<file path="src/core/ph_link_pkg.sv">
//******************************************************************
// Overview of operation
// - status inputs loaded, shifted out as one train
// - each bit level mirrors one status input
// - base makes the shift clock for the head
// - head receives differential clock, shifts on it
// - four-bit trailer ends every frame
// - bad trailer raises fault, disables the injector
// - two encoder phase bits sent for speed, direction
// - forward and reverse load keys reported
// - fast key reported, speeds loading
// - syringe size switch bit in the frame
// - tilt bit in the frame
// - over-temperature bit sits in second register
// - both travel limit bits in the frame
// - retiming stage joins the two registers
// - one lamp line, polarity selects the lamp
// - injecting lamp solid, off, or flashing in flash mode, and flashing on fault
// - drive and brake gated by base enables
// - relay enable is a square wave, low on fault or with drive off
//******************************************************************
package ph_link_pkg;

    // timing
    localparam int REF_PERIOD_NS  = 50;
    localparam int LINK_PERIOD_NS = 400;
    localparam int LINK_HALF_CYC  = LINK_PERIOD_NS / (2 * REF_PERIOD_NS);
    localparam int DIV_W          = 3;
    localparam int FLASH_HALF_NS  = 250_000_000;
    localparam int FLASH_HALF_CYC = FLASH_HALF_NS / REF_PERIOD_NS;
    localparam int RELAY_HALF_NS  = 500_000;
    localparam int RELAY_HALF_CYC = RELAY_HALF_NS / REF_PERIOD_NS;

    // frame layout, first bit sent is the msb
    localparam int              SR_W       = 8;
    localparam int              FRAME_BITS = 2 * SR_W + 1;
    localparam int              CNT_W      = 5;
    localparam logic [CNT_W-1:0] LAST_BIT  = 5'h10;
    localparam int              F_RETIME   = SR_W;
    localparam int              TRAIL_LSB  = 0;
    localparam int              TRAIL_W    = 4;
    localparam logic [3:0]      TRAILER    = 4'ha;

    // status vector index and frame position of each input
    localparam int N_STATUS    = 10;
    localparam int ST_PHASE_A  = 0;
    localparam int ST_PHASE_B  = 1;
    localparam int ST_LOAD_FWD = 2;
    localparam int ST_LOAD_REV = 3;
    localparam int ST_FAST     = 4;
    localparam int ST_SIZE     = 5;
    localparam int ST_TILT     = 6;
    localparam int ST_OVERTEMP = 7;
    localparam int ST_LIM_FWD  = 8;
    localparam int ST_LIM_REV  = 9;
    localparam int F_STATUS_HI = 16;
    localparam int F_LIM_FWD   = 7;
    localparam int F_LIM_REV   = 6;

    // head synchroniser slots beyond the status inputs
    localparam int SY_CLK       = 10;
    localparam int SY_LAMP_POS  = 11;
    localparam int SY_LAMP_NEG  = 12;
    localparam int SY_DRIVE     = 13;
    localparam int SY_BRAKE     = 14;
    localparam int SY_PWM_REQ   = 15;
    localparam int SY_BRAKE_REQ = 16;
    localparam int SYNC_W       = 17;

    // registers
    localparam logic [3:0]  REG_CTRL     = 4'h0;
    localparam logic [3:0]  REG_FRAME    = 4'h4;
    localparam logic [3:0]  REG_IRQ_STAT = 4'h8;
    localparam logic [3:0]  REG_IRQ_MASK = 4'hc;
    localparam int          CTRL_DRIVE   = 0;
    localparam int          CTRL_BRAKE   = 1;
    localparam int          CTRL_LAMP    = 2;
    localparam int          CTRL_W       = 4;
    localparam logic [3:0]  CTRL_RESET   = 4'h0;
    localparam int          IRQ_FRAME    = 0;
    localparam int          IRQ_FAULT    = 1;
    localparam int          IRQ_W        = 2;

    typedef enum logic [1:0] {LAMP_OFF, LAMP_ENABLED, LAMP_INJECTING, LAMP_FLASH} lamp_mode_t;

    // status vector to frame, trailer last
    function automatic logic [FRAME_BITS-1:0] build_frame(input logic [N_STATUS-1:0] st);
        logic [FRAME_BITS-1:0] f;
        f = '0;
        for (int i = 0; i <= ST_OVERTEMP; i++)
        begin
            f[F_STATUS_HI-i] = st[i];
        end
        f[F_LIM_FWD] = st[ST_LIM_FWD];
        f[F_LIM_REV] = st[ST_LIM_REV];
        f[TRAIL_LSB +: TRAIL_W] = TRAILER;
        return f;
    endfunction

endpackage

</file>
<file path="src/core/ph_link_if.sv">
`timescale 1ns/1ps
`default_nettype none
interface ph_link_if;
    logic clk_p;
    logic clk_n;
    logic data_p;
    logic data_n;
    logic lamp_pos;
    logic lamp_neg;
    logic drive_en;
    logic brake_en;

    modport base
    (
        output clk_p, clk_n, lamp_pos, lamp_neg, drive_en, brake_en,
        input  data_p, data_n
    );
    modport head
    (
        input  clk_p, clk_n, lamp_pos, lamp_neg, drive_en, brake_en,
        output data_p, data_n
    );
endinterface
`default_nettype wire

</file>
<file path="src/core/powerhead_status_serializer.sv">
`timescale 1ns/1ps
`default_nettype none
module powerhead_status_serializer
    import ph_link_pkg::*;
(
    input  wire logic ref_clk,
    input  wire logic rst_n,
    ph_link_if.head   link,
    input  wire logic phase_a,
    input  wire logic phase_b,
    input  wire logic key_load_fwd,
    input  wire logic key_load_rev,
    input  wire logic key_fast,
    input  wire logic syringe_size,
    input  wire logic tilt_up,
    input  wire logic heater_overtemp,
    input  wire logic limit_fwd,
    input  wire logic limit_rev,
    input  wire logic pwm_request,
    input  wire logic brake_request,
    output logic      pwm_drive,
    output logic      brake_drive,
    output logic      lamp_enabled,
    output logic      lamp_injecting
);

    //**************************************************************
    // pin capture
    //**************************************************************
    logic [SYNC_W-1:0]   raw;
    logic [SYNC_W-1:0]   sync_a;
    logic [SYNC_W-1:0]   sync_b;
    logic [N_STATUS-1:0] status;
    logic                rx_clk;

    // differential line receiver
    assign rx_clk = link.clk_p & ~link.clk_n;

    always_comb
    begin
        raw               = '0;
        raw[ST_PHASE_A]   = phase_a;
        raw[ST_PHASE_B]   = phase_b;
        raw[ST_LOAD_FWD]  = key_load_fwd;
        raw[ST_LOAD_REV]  = key_load_rev;
        raw[ST_FAST]      = key_fast;
        raw[ST_SIZE]      = syringe_size;
        raw[ST_TILT]      = tilt_up;
        raw[ST_OVERTEMP]  = heater_overtemp;
        raw[ST_LIM_FWD]   = limit_fwd;
        raw[ST_LIM_REV]   = limit_rev;
        raw[SY_CLK]       = rx_clk;
        raw[SY_LAMP_POS]  = link.lamp_pos;
        raw[SY_LAMP_NEG]  = link.lamp_neg;
        raw[SY_DRIVE]     = link.drive_en;
        raw[SY_BRAKE]     = link.brake_en;
        raw[SY_PWM_REQ]   = pwm_request;
        raw[SY_BRAKE_REQ] = brake_request;
    end

    always_ff @(posedge ref_clk or negedge rst_n)
    begin
        if (!rst_n)
        begin
            sync_a <= '0;
            sync_b <= '0;
        end
        else
        begin
            sync_a <= raw;
            sync_b <= sync_a;
        end
    end

    // levels pass straight through, high means asserted
    assign status = sync_b[N_STATUS-1:0];

    //**************************************************************
    // link clock edge finder
    //**************************************************************
    logic clk_prev;
    logic next_clk_prev;
    logic clk_fall;

    always_comb
    begin
        next_clk_prev = sync_b[SY_CLK];
    end

    always_ff @(posedge ref_clk or negedge rst_n)
    begin
        if (!rst_n)
        begin
            clk_prev <= 1'b0;
        end
        else
        begin
            clk_prev <= next_clk_prev;
        end
    end

    // data launches on the falling edge, base samples before the next
    assign clk_fall = clk_prev & ~sync_b[SY_CLK];

    //**************************************************************
    // shift chain: first register, retime stage, second register
    //**************************************************************
    logic [SR_W-1:0]       sr_first;
    logic                  retime;
    logic [SR_W-1:0]       sr_second;
    logic [CNT_W-1:0]      bit_cnt;
    logic [SR_W-1:0]       next_sr_first;
    logic                  next_retime;
    logic [SR_W-1:0]       next_sr_second;
    logic [CNT_W-1:0]      next_bit_cnt;
    logic [FRAME_BITS-1:0] snapshot;

    assign snapshot = build_frame(status);

    always_comb
    begin
        next_sr_first  = sr_first;
        next_retime    = retime;
        next_sr_second = sr_second;
        next_bit_cnt   = bit_cnt;
        if (clk_fall)
        begin
            if (bit_cnt == '0)
            begin
                // fresh snapshot at the start of every frame
                next_sr_second = snapshot[FRAME_BITS-1 -: SR_W];
                next_retime    = snapshot[F_RETIME];
                next_sr_first  = snapshot[SR_W-1:0];
            end
            else
            begin
                next_sr_second = {sr_second[SR_W-2:0], retime};
                next_retime    = sr_first[SR_W-1];
                next_sr_first  = {sr_first[SR_W-2:0], 1'b0};
            end
            if (bit_cnt == LAST_BIT)
            begin
                next_bit_cnt = '0;
            end
            else
            begin
                next_bit_cnt = bit_cnt + 1'b1;
            end
        end
    end

    always_ff @(posedge ref_clk or negedge rst_n)
    begin
        if (!rst_n)
        begin
            sr_first  <= '0;
            retime    <= 1'b0;
            sr_second <= '0;
            bit_cnt   <= '0;
        end
        else
        begin
            sr_first  <= next_sr_first;
            retime    <= next_retime;
            sr_second <= next_sr_second;
            bit_cnt   <= next_bit_cnt;
        end
    end

    // differential line driver
    assign link.data_p = sr_second[SR_W-1];
    assign link.data_n = ~sr_second[SR_W-1];

    //**************************************************************
    // servo enable gating and lamp decode
    //**************************************************************
    logic next_pwm_drive;
    logic next_brake_drive;
    logic next_lamp_enabled;
    logic next_lamp_injecting;

    always_comb
    begin
        next_pwm_drive      = sync_b[SY_PWM_REQ] & sync_b[SY_DRIVE];
        next_brake_drive    = sync_b[SY_BRAKE_REQ] & sync_b[SY_BRAKE];
        // both polarities at once is not a valid line state
        next_lamp_enabled   = sync_b[SY_LAMP_POS] & ~sync_b[SY_LAMP_NEG];
        next_lamp_injecting = sync_b[SY_LAMP_NEG] & ~sync_b[SY_LAMP_POS];
    end

    always_ff @(posedge ref_clk or negedge rst_n)
    begin
        if (!rst_n)
        begin
            pwm_drive      <= 1'b0;
            brake_drive    <= 1'b0;
            lamp_enabled   <= 1'b0;
            lamp_injecting <= 1'b0;
        end
        else
        begin
            pwm_drive      <= next_pwm_drive;
            brake_drive    <= next_brake_drive;
            lamp_enabled   <= next_lamp_enabled;
            lamp_injecting <= next_lamp_injecting;
        end
    end

endmodule
`default_nettype wire

</file>
<file path="src/flat_wrapper.sv">
// flat-port wrapper written by rule: the top's interface ports become plain ports
module powerhead_status_serializer_flat import ph_link_pkg::*;
  (ref_clk, rst_n, phase_a, phase_b, key_load_fwd, key_load_rev, key_fast, syringe_size, tilt_up, heater_overtemp, limit_fwd, limit_rev, pwm_request, brake_request, pwm_drive, brake_drive, lamp_enabled, lamp_injecting, link_clk_p, link_clk_n, link_lamp_pos, link_lamp_neg, link_drive_en, link_brake_en, link_data_p, link_data_n);
  ph_link_if link_i ();
  input  wire logic ref_clk;
  input  wire logic rst_n;
  input  wire logic phase_a;
  input  wire logic phase_b;
  input  wire logic key_load_fwd;
  input  wire logic key_load_rev;
  input  wire logic key_fast;
  input  wire logic syringe_size;
  input  wire logic tilt_up;
  input  wire logic heater_overtemp;
  input  wire logic limit_fwd;
  input  wire logic limit_rev;
  input  wire logic pwm_request;
  input  wire logic brake_request;
  output logic pwm_drive;
  output logic brake_drive;
  output logic lamp_enabled;
  output logic lamp_injecting;
  input wire logic [$bits(link_i.clk_p)-1:0] link_clk_p;
  input wire logic [$bits(link_i.clk_n)-1:0] link_clk_n;
  input wire logic [$bits(link_i.lamp_pos)-1:0] link_lamp_pos;
  input wire logic [$bits(link_i.lamp_neg)-1:0] link_lamp_neg;
  input wire logic [$bits(link_i.drive_en)-1:0] link_drive_en;
  input wire logic [$bits(link_i.brake_en)-1:0] link_brake_en;
  output wire logic [$bits(link_i.data_p)-1:0] link_data_p;
  output wire logic [$bits(link_i.data_n)-1:0] link_data_n;
  assign link_i.clk_p = link_clk_p;
  assign link_i.clk_n = link_clk_n;
  assign link_i.lamp_pos = link_lamp_pos;
  assign link_i.lamp_neg = link_lamp_neg;
  assign link_i.drive_en = link_drive_en;
  assign link_i.brake_en = link_brake_en;
  assign link_data_p = link_i.data_p;
  assign link_data_n = link_i.data_n;
  powerhead_status_serializer u_core (.ref_clk(ref_clk), .rst_n(rst_n), .link(link_i), .phase_a(phase_a), .phase_b(phase_b), .key_load_fwd(key_load_fwd), .key_load_rev(key_load_rev), .key_fast(key_fast), .syringe_size(syringe_size), .tilt_up(tilt_up), .heater_overtemp(heater_overtemp), .limit_fwd(limit_fwd), .limit_rev(limit_rev), .pwm_request(pwm_request), .brake_request(brake_request), .pwm_drive(pwm_drive), .brake_drive(brake_drive), .lamp_enabled(lamp_enabled), .lamp_injecting(lamp_injecting));
endmodule
</file>
<file path="config.mk">
export PLATFORM = sky130hd
export DESIGN_NAME = powerhead_status_serializer_flat
export DESIGN_NICKNAME = d
export VERILOG_FILES = /design/src/core/ph_link_pkg.sv /design/src/core/ph_link_if.sv /design/src/core/powerhead_status_serializer.sv /design/src/flat_wrapper.sv
export SDC_FILE = /design/constraint.sdc
export NUM_CORES = 1
export LEC_CHECK = 0
export ABC_CLOCK_PERIOD_IN_PS = 1600
export BUFFER_PORTS_ARGS = -buffer_cell sky130_fd_sc_hd__buf_2
export CAP_MARGIN = 5
export CORE_MARGIN = 5
export CORE_UTILIZATION = 50
export DETAILED_ROUTE_END_ITERATION = 10
export MAX_ROUTING_LAYER = met4
export PLACE_DENSITY = 0.77
export SLEW_MARGIN = 15
export SYNTH_ARGS = -nofsm -noshare
export SYNTH_HDL_FRONTEND = slang
export SYNTH_SLANG_ARGS = --single-unit
</file>
<file path="constraint.sdc">
create_clock -name ref_clk -period 1.6 [get_ports ref_clk]
set_input_delay 0 -clock ref_clk [delete_from_list [all_inputs] [get_ports ref_clk]]
set_output_delay 0 -clock ref_clk [all_outputs]
set_load 0.02 [all_outputs]
</file>
=== After elaboration in Yosys (flattened, before gate mapping) ===
Index checks and enable logic that the tools add are counted.

* Reduce and logical (&&, ||, !) cells: 1
* Equality and inequality tests: 1
* Add/sub/neg operators: 1
* Bitwise logic cells: 11
* Multiplexer cells: 4

{| class="wikitable"
|+ Operator list
! cell !! number
|-
| 8-bit 2-to-1 mux || 2
|-
| 1-bit bitwise AND || 6
|-
| 5-bit by 1-bit adder with 5-bit output (second input constant) || 1
|-
| 5-bit equality test (second input constant) || 1
|-
| 5-bit logical NOT || 1
|-
| 5-bit 2-to-1 mux || 1
|-
| 1-bit inverter || 5
|-
| 1-bit 2-to-1 mux || 1
|}

* Register bits after elaboration: 61
* Input bits: 20
* Word-level logic and storage cells: 29

=== Depth between registers and ports, before layout ===
Gate-level depths: netlist (run 1).

* Depth after elaboration: 2
* Mapped depth: 7
* Mapped depth without buffers: 5

=== Worst setup path after synthesis (run 1) ===
No wires, ideal clock.

* Path type: register to register
* Start: reg u_core.bit_cnt[0]
* End: reg u_core.bit_cnt[0]
* Data arrival time: 1.404 ns
* Cell stages (with the launch flop): 6
* Data required time: 1.467 ns
* Path buffers: 0
* Library setup time: 0.133 ns
* Setup slack: 0.064 ns
* Cell sequence: dfrtp_1 > inv_1 > ha_1 > or4bb_2 > nand3_1 > o21ai_0

* Word-level cells in the longest chain between the ends: 2

{| class="wikitable"
|+ RTL lines
! item !! RTL line !! RTL
|-
| start, declared || powerhead_status_serializer.sv:111 || <nowiki>logic [CNT_W-1:0] bit_cnt;</nowiki>
|-
| start signal, assigned || powerhead_status_serializer.sv:166 || <nowiki>bit_cnt <= next_bit_cnt;</nowiki>
|-
| 5-bit by 1-bit adder with 5-bit output or 5-bit equality test (tied branches) || powerhead_status_serializer.sv:147, powerhead_status_serializer.sv:141 ||
|-
| 5-bit 2-to-1 mux * || powerhead_status_serializer.sv:141 || <nowiki>if (bit_cnt == LAST_BIT)</nowiki>
|}

Every way passes the cells marked *; elsewhere a longest branch is shown, timed or not.
A chain may end at the register's enable or synchronous reset.

=== Final worst setup path (run 1) ===
* Start: reg u_core.bit_cnt[1]
* End: reg u_core.sr_second[2]

* Word-level cells in the longest chain between the ends: 2

{| class="wikitable"
|+ RTL lines
! item !! RTL line !! RTL
|-
| 5-bit logical NOT || powerhead_status_serializer.sv:128 || <nowiki>if (bit_cnt == '0)</nowiki>
|-
| 8-bit 2-to-1 mux || powerhead_status_serializer.sv:128 ||
|-
| end signal, assigned || powerhead_status_serializer.sv:165 || <nowiki>sr_second <= next_sr_second;</nowiki>
|-
| end, declared || powerhead_status_serializer.sv:110 || <nowiki>logic [SR_W-1:0] sr_second;</nowiki>
|}

Every way passes these cells.

==> results of run 1 <==
[Yosys cell counts]
master	count
nand4_1	1
buf_12	1
nand3b_1	1
nor2b_1	4
nand4bb_1	1
nand2b_1	1
nand2_1	25
xnor2_1	1
clkbuf_1	3
nand3_1	3
ha_1	2
nor3_1	2
buf_6	1
a31oi_1	1
o21ai_1	4
dfrtp_1	60
buf_2	1
o21ai_0	15
nor4b_2	1
and2_1	2
inv_1	4
mux2i_1	10
a21oi_1	1
or4bb_2	1
[path summary, 6_finish.rpt]
kind / from / endpoint / depth (start not counted) / slack, ns
min in group ref_clk: tilt_up / u_core.sync_a[6] / 2 / 0.31
worst max register to register: u_core.bit_cnt[1] / u_core.sr_second[2] / 6 / 0.09
worst min-delay path: rst_n / u_core.bit_cnt[1] / 3 / 0.20
worst min register to register: u_core.sync_a[1] / u_core.sync_b[1] / 0 / 0.35
max in group asynchronous: rst_n / u_core.sync_a[10] / 3 / 1.15
worst max-delay path: u_core.bit_cnt[1] / u_core.sr_second[2] / 6 / 0.09
[sequential cells by signal (all words and copies together) (netlist names)]
signal / count
u_core.brake_drive: 1
u_core.sync_b: 17
u_core.sync_a: 17
u_core.sr_first: 7
u_core.bit_cnt: 5
u_core.retime: 1
u_core.lamp_enabled: 1
u_core.lamp_injecting: 1
u_core.clk_prev: 1
u_core.sr_second: 8
u_core.pwm_drive: 1
[logic make-up (layout without fill, tap and decap cells)]
| logic type | after synthesis | count (layout) | share of synthesized area |
|---|---|---|---|
| flops | 60 | 60 | 0.743 |
| simple gates | 42 | 42 | 0.107 |
| compound gates | 21 | 21 | 0.0527 |
| mux | 10 | 10 | 0.0496 |
| buf+inv | 10 | 70 | 0.0310 |
| fa+ha+maj | 2 | 2 | 0.0124 |
| xor+xnor | 1 | 1 | 0.00434 |
[metrics by stage]
stage	setup TNS, ns	instances
finish	0	256
global route	0	256
global placement	0	220
detailed placement	-0.0468	220
CTS	0	255
floorplan	0	146
[final cells by class]
class | count | area (um2)
Sequential cell | 60 | 1500
Clock buffer | 13 | 179
Tap cell | 50 | 62.6
Multi-Input combinational cell | 76 | 479
Fill cell | 281 | 1310
Timing Repair Buffer | 50 | 385
Clock inverter | 3 | 42.5
Inverter | 4 | 15.0
[report_power, final]
group / leakage, uW / total, uW / internal, uW / switching [uW]
Clock: 0.000112 / 1430 / 887 / 547
Combinational: 0.000383 / 801 / 413 / 388
Sequential: 0.000736 / 1980 / 1790 / 186
[repair_timing]
action                                  CTS  global route
endpoints found under the setup margin    3            11
hold buffers                             19             0
hold endpoints to repair                 77             0
resized for setup                         3             3
buffers inserted                          0             1
[worst max-delay path, cell delays in order (launching register included)]
cell     delay [ns]
dfrtp_1        0.41
inv_2          0.09
ha_4           0.15
nor4b_4        0.24
buf_12         0.19
mux2i_1        0.18
o21ai_0        0.11
[metal layers]
metal / part of all wire / global-route usage / vias to the layer above
met4: 0.019 / 0.0604 / 0
met2: 0.50 / 0.235 / 29
li1: - / - / 589
met1: 0.43 / 0.177 / 592
met3: 0.051 / 0.0575 / 8
met5: 0 / - / -
==> results.cfg, run 1 <==
[run_status]
status = finished, final reports clean

[cts]
cts_root_buffer = clkbuf_8
tritoncts = yes
htreeDepth = 3
clkLatencyLatePin_ns = 0.32
cts_inserted_buffers = 9
clk_pin_slew_ns = 0.06
cts.path.max_buffers = 2
clock-sinks = 60

[place]
dpl_cell_area_mm2 = 0.00223
port_buffers = 25
gp_congestion = 0.790
dp_slack_ns = -0.0301
dp_hpwl_um = 1920

[global_routing]
grt_max_degree = 61
antenna_found_initial = 0
grt_pass1_wl_um = 5760
grt_pass1_vias = 1288
grt.overflow.total = 0
grt_usage = 0.151

[timing]
slew_headroom = 0.803
hold_violations = 0
setup_viol = 0
worstMarginPinSlew_ns = 0.295
rsz0062_at_grt = false
whs_ns = 0.203
fin_ws_ns = 0.0903
slew_violations = 0
post-route-period-util = 0.944
clock.fmax_ghz = 0.662
post-route-min-period_ns = 1.51
fin_worst_skew_ns = 0.00955

[detailed_routing]
drc = 0
vias = 1218
drtIter0Drc = 88
drt_wl_total_um = 3260
antenna_left = 0
viasPerCell = 4.76
wire_per_inst_um = 12.7
drtPass1Iterations = 4

[setup_path]
crit_type = reg -> reg
crit_path_end_kind = flop
cp.required_ns = 1.79
crit_arrival_ns = 1.70
cp_max_fo = 15
startpoint_type = flop

[power]
power_density_mw_per_mm2 = 1580
power_uw = 4210
ir_worst_vdd_mv = 1.05
leakagePower_uw = 0.00123

[final_layout]
final_cell_mix = dfrtp_1 (60), nand2_1 (25), buf_2 (25), dlygate4sd3_1 (19), o21ai_0 (14)
fin_util = 0.671
area_delta_synth_final_pct = 32.0
design_area_mm2 = 0.00267
final_layout_size_suffix_gt1_frac = 0.252
final_common_cell = dfrtp_1
nNetsFinal = 223
n_antenna_cell = 0

[logic_synthesis]
synth_area_mm2 = 0.00202
yosys-top-cells-area = dfrtp_1 (74%), mux2i_1 (5.0%), nand2_1 (4.6%)
synth.distinct_cells = 24
yosysWarnings = 0
ys_seq_area_frac = 0.743
ys_ff_latch = 60
syn-num-nets = 168
synth_top_area_share = 0.743
synth_top_area_cell = dfrtp_1
syn_avg_cell_area_um2 = 13.8
synthCells = 146

[floorplanning]
core_mm2 = 0.00397
dieArea_mm2 = 0.00541
start_util = 0.509
design.portCount = 26
die_h_um = 73.6
rows = 23
die_w_um = 73.6

[hold_path]
hold_class = in -> async

[flow_run]
max_cap_violations = 0
(Power assumes the default switching activity.)
==> run 2: changes to the inputs <==
--- a/config.mk
+++ b/config.mk
@@ -13,6 +13,7 @@
 export DETAILED_ROUTE_END_ITERATION = 10
 export MAX_ROUTING_LAYER = met4
 export PLACE_DENSITY = 0.77
+export REMOVE_ABC_BUFFERS = 1
 export SLEW_MARGIN = 15
 export SYNTH_ARGS = -nofsm -noshare
 export SYNTH_HDL_FRONTEND = slang
==> results.cfg, run 2 (synthesized netlist as in run 1, its figures left out) <==
[floorplanning]
core_mm2 = 0.00397
rows = 23
dieArea_mm2 = 0.00541
design.portCount = 26
die_h_um = 73.6
die_w_um = 73.6
start_util = 0.509

[cts]
clk_pin_slew_ns = 0.07
clock-sinks = 60
tritoncts = yes
cts.path.max_buffers = 2
cts_inserted_buffers = 9
clkLatencyLatePin_ns = 0.33
cts_root_buffer = clkbuf_8
htreeDepth = 3

[setup_path]
critical-path-max-stage-delay_ns = 0.54
cp.required_ns = 1.80
crit_type = reg -> reg
path_buf_inv = 1
cp_slowest_cell = or4bb_4
path_delay_family = simple AND/OR/NAND/NOR gates
startpoint_type = flop
cp_max_fo = 4
path_cells = inv_2 -> ha_4 -> or4bb_4 -> nand3_1 -> o21ai_0
crit_path_end_kind = flop
crit_arrival_ns = 1.69

[global_routing]
antenna_found_initial = 0
grt_pass1_vias = 1284
grt_usage = 0.155
grt_pass1_wl_um = 5810
grt.overflow.total = 0
grt_max_degree = 42

[place]
dp_slack_ns = -0.0632
dp_hpwl_um = 1980
dp.cells = 220
port_buffers = 25
gp_congestion = 0.739
dpl_cell_area_mm2 = 0.00223

[final_layout]
fin_cells = 256
biggestRegsByFlops = u_core.sync_a x17, u_core.sync_b x17, u_core.sr_second x8
final_layout_size_suffix_gt1_frac = 0.238
final_cell_mix = dfrtp_1 (60), nand2_1 (25), buf_2 (25), dlygate4sd3_1 (19), o21ai_0 (13)
area_delta_synth_final_pct = 30.1
n_antenna_cell = 0
final_common_cell = dfrtp_1
design_area_mm2 = 0.00263
nNetsFinal = 223
fin_util = 0.662
nFillCells = 293

[power]
swShare = 0.276
pwr-share-comb = 0.199
cell_internal_pwr_uw = 2920
switchingPower_uw = 1110
ir_worst_vdd_mv = 1.03
power_density_mw_per_mm2 = 1540
leakagePower_uw = 0.00121
p_seq_frac = 0.489
pwr-share-clk = 0.312

[timing]
slew_violations = 0
fin_worst_skew_ns = 0.00761
slew_headroom = 0.695
setup_tns_ns = 0
clock.fmax_ghz = 0.669
hold_violations = 0
post-route-min-period_ns = 1.49
rsz0062_at_grt = true
post-route-period-util = 0.934
worstMarginPinSlew_ns = 0.458
fin_ws_ns = 0.106
setup_viol = 0

[detailed_routing]
wire_per_inst_um = 12.9
viasPerCell = 4.80
drt_wl_total_um = 3300
vias = 1229
drtIter0Drc = 57
drc = 0
antenna_left = 0
drtPass1Iterations = 4

[hold_path]
hold_class = in -> async

[run_status]
status = finished, final reports clean

[flow_run]
max_cap_violations = 0
run 2: layout make-up:
type,count,area [um2],share of cell area
clock buffers,12,135,0.0514
flip-flops and latches,60,1500,0.571
clock inverters,4,48.8,0.0186
multi-input cells,76,479,0.182
inverters,4,15.0,0.00571
repair buffers,50,385,0.147
well taps,50,62.6,0.0238
run 2: worst paths after layout:
kind                                   start             endpoint  slack [ns]  cells past startpoint
hold / removal                         rst_n    u_core.bit_cnt[0]        0.15                      2
setup reg to reg           u_core.bit_cnt[0]    u_core.bit_cnt[1]        0.11                      5
hold reg to reg             u_core.sync_a[7]     u_core.sync_b[7]        0.35                      0
setup / recovery           u_core.bit_cnt[0]    u_core.bit_cnt[1]        0.11                      5
max in group asynchronous              rst_n  u_core.sr_second[6]        0.89                      3
min in group ref_clk                key_fast     u_core.sync_a[4]        0.31                      2
run 2: repair_timing:
item                       in CTS  in global routing
pin swaps                       1                  0
resized for setup               4                  3
gates cloned                    0                  0
setup endpoints to repair       3                  5
buffers inserted                1                  0
hold buffers                   19                  0
hold endpoints to repair       36                  0
run 2: metal layers:
| metal | track usage | routed length, um |
|---|---|---|
| met5 | - | 0 |
| met1 | 0.180 | 1400 |
| met3 | 0.0410 | 129 |
| met2 | 0.225 | 1660 |
| met4 | 0.127 | 111 |
run 2: power groups by stage:
stage                     Clock [uW]  Combinational (uW)  Sequential [uW]
after floorplan                    0                 441             1960
after global placement             0                 676             1970
after detailed placement           0                 711             1990
after CTS                       1300                 798             1970
after global routing            1370                 921             2010
final                           1260                 804             1970
run 2: through the flow:
step                      hold slack, ns  power, uW
after global placement           -0.0411       2650
after global routing               0.201       4300
after floorplan                   -0.296       2400
after CTS                          0.153       4070
final                              0.151       4040
after detailed placement         -0.0217       2710
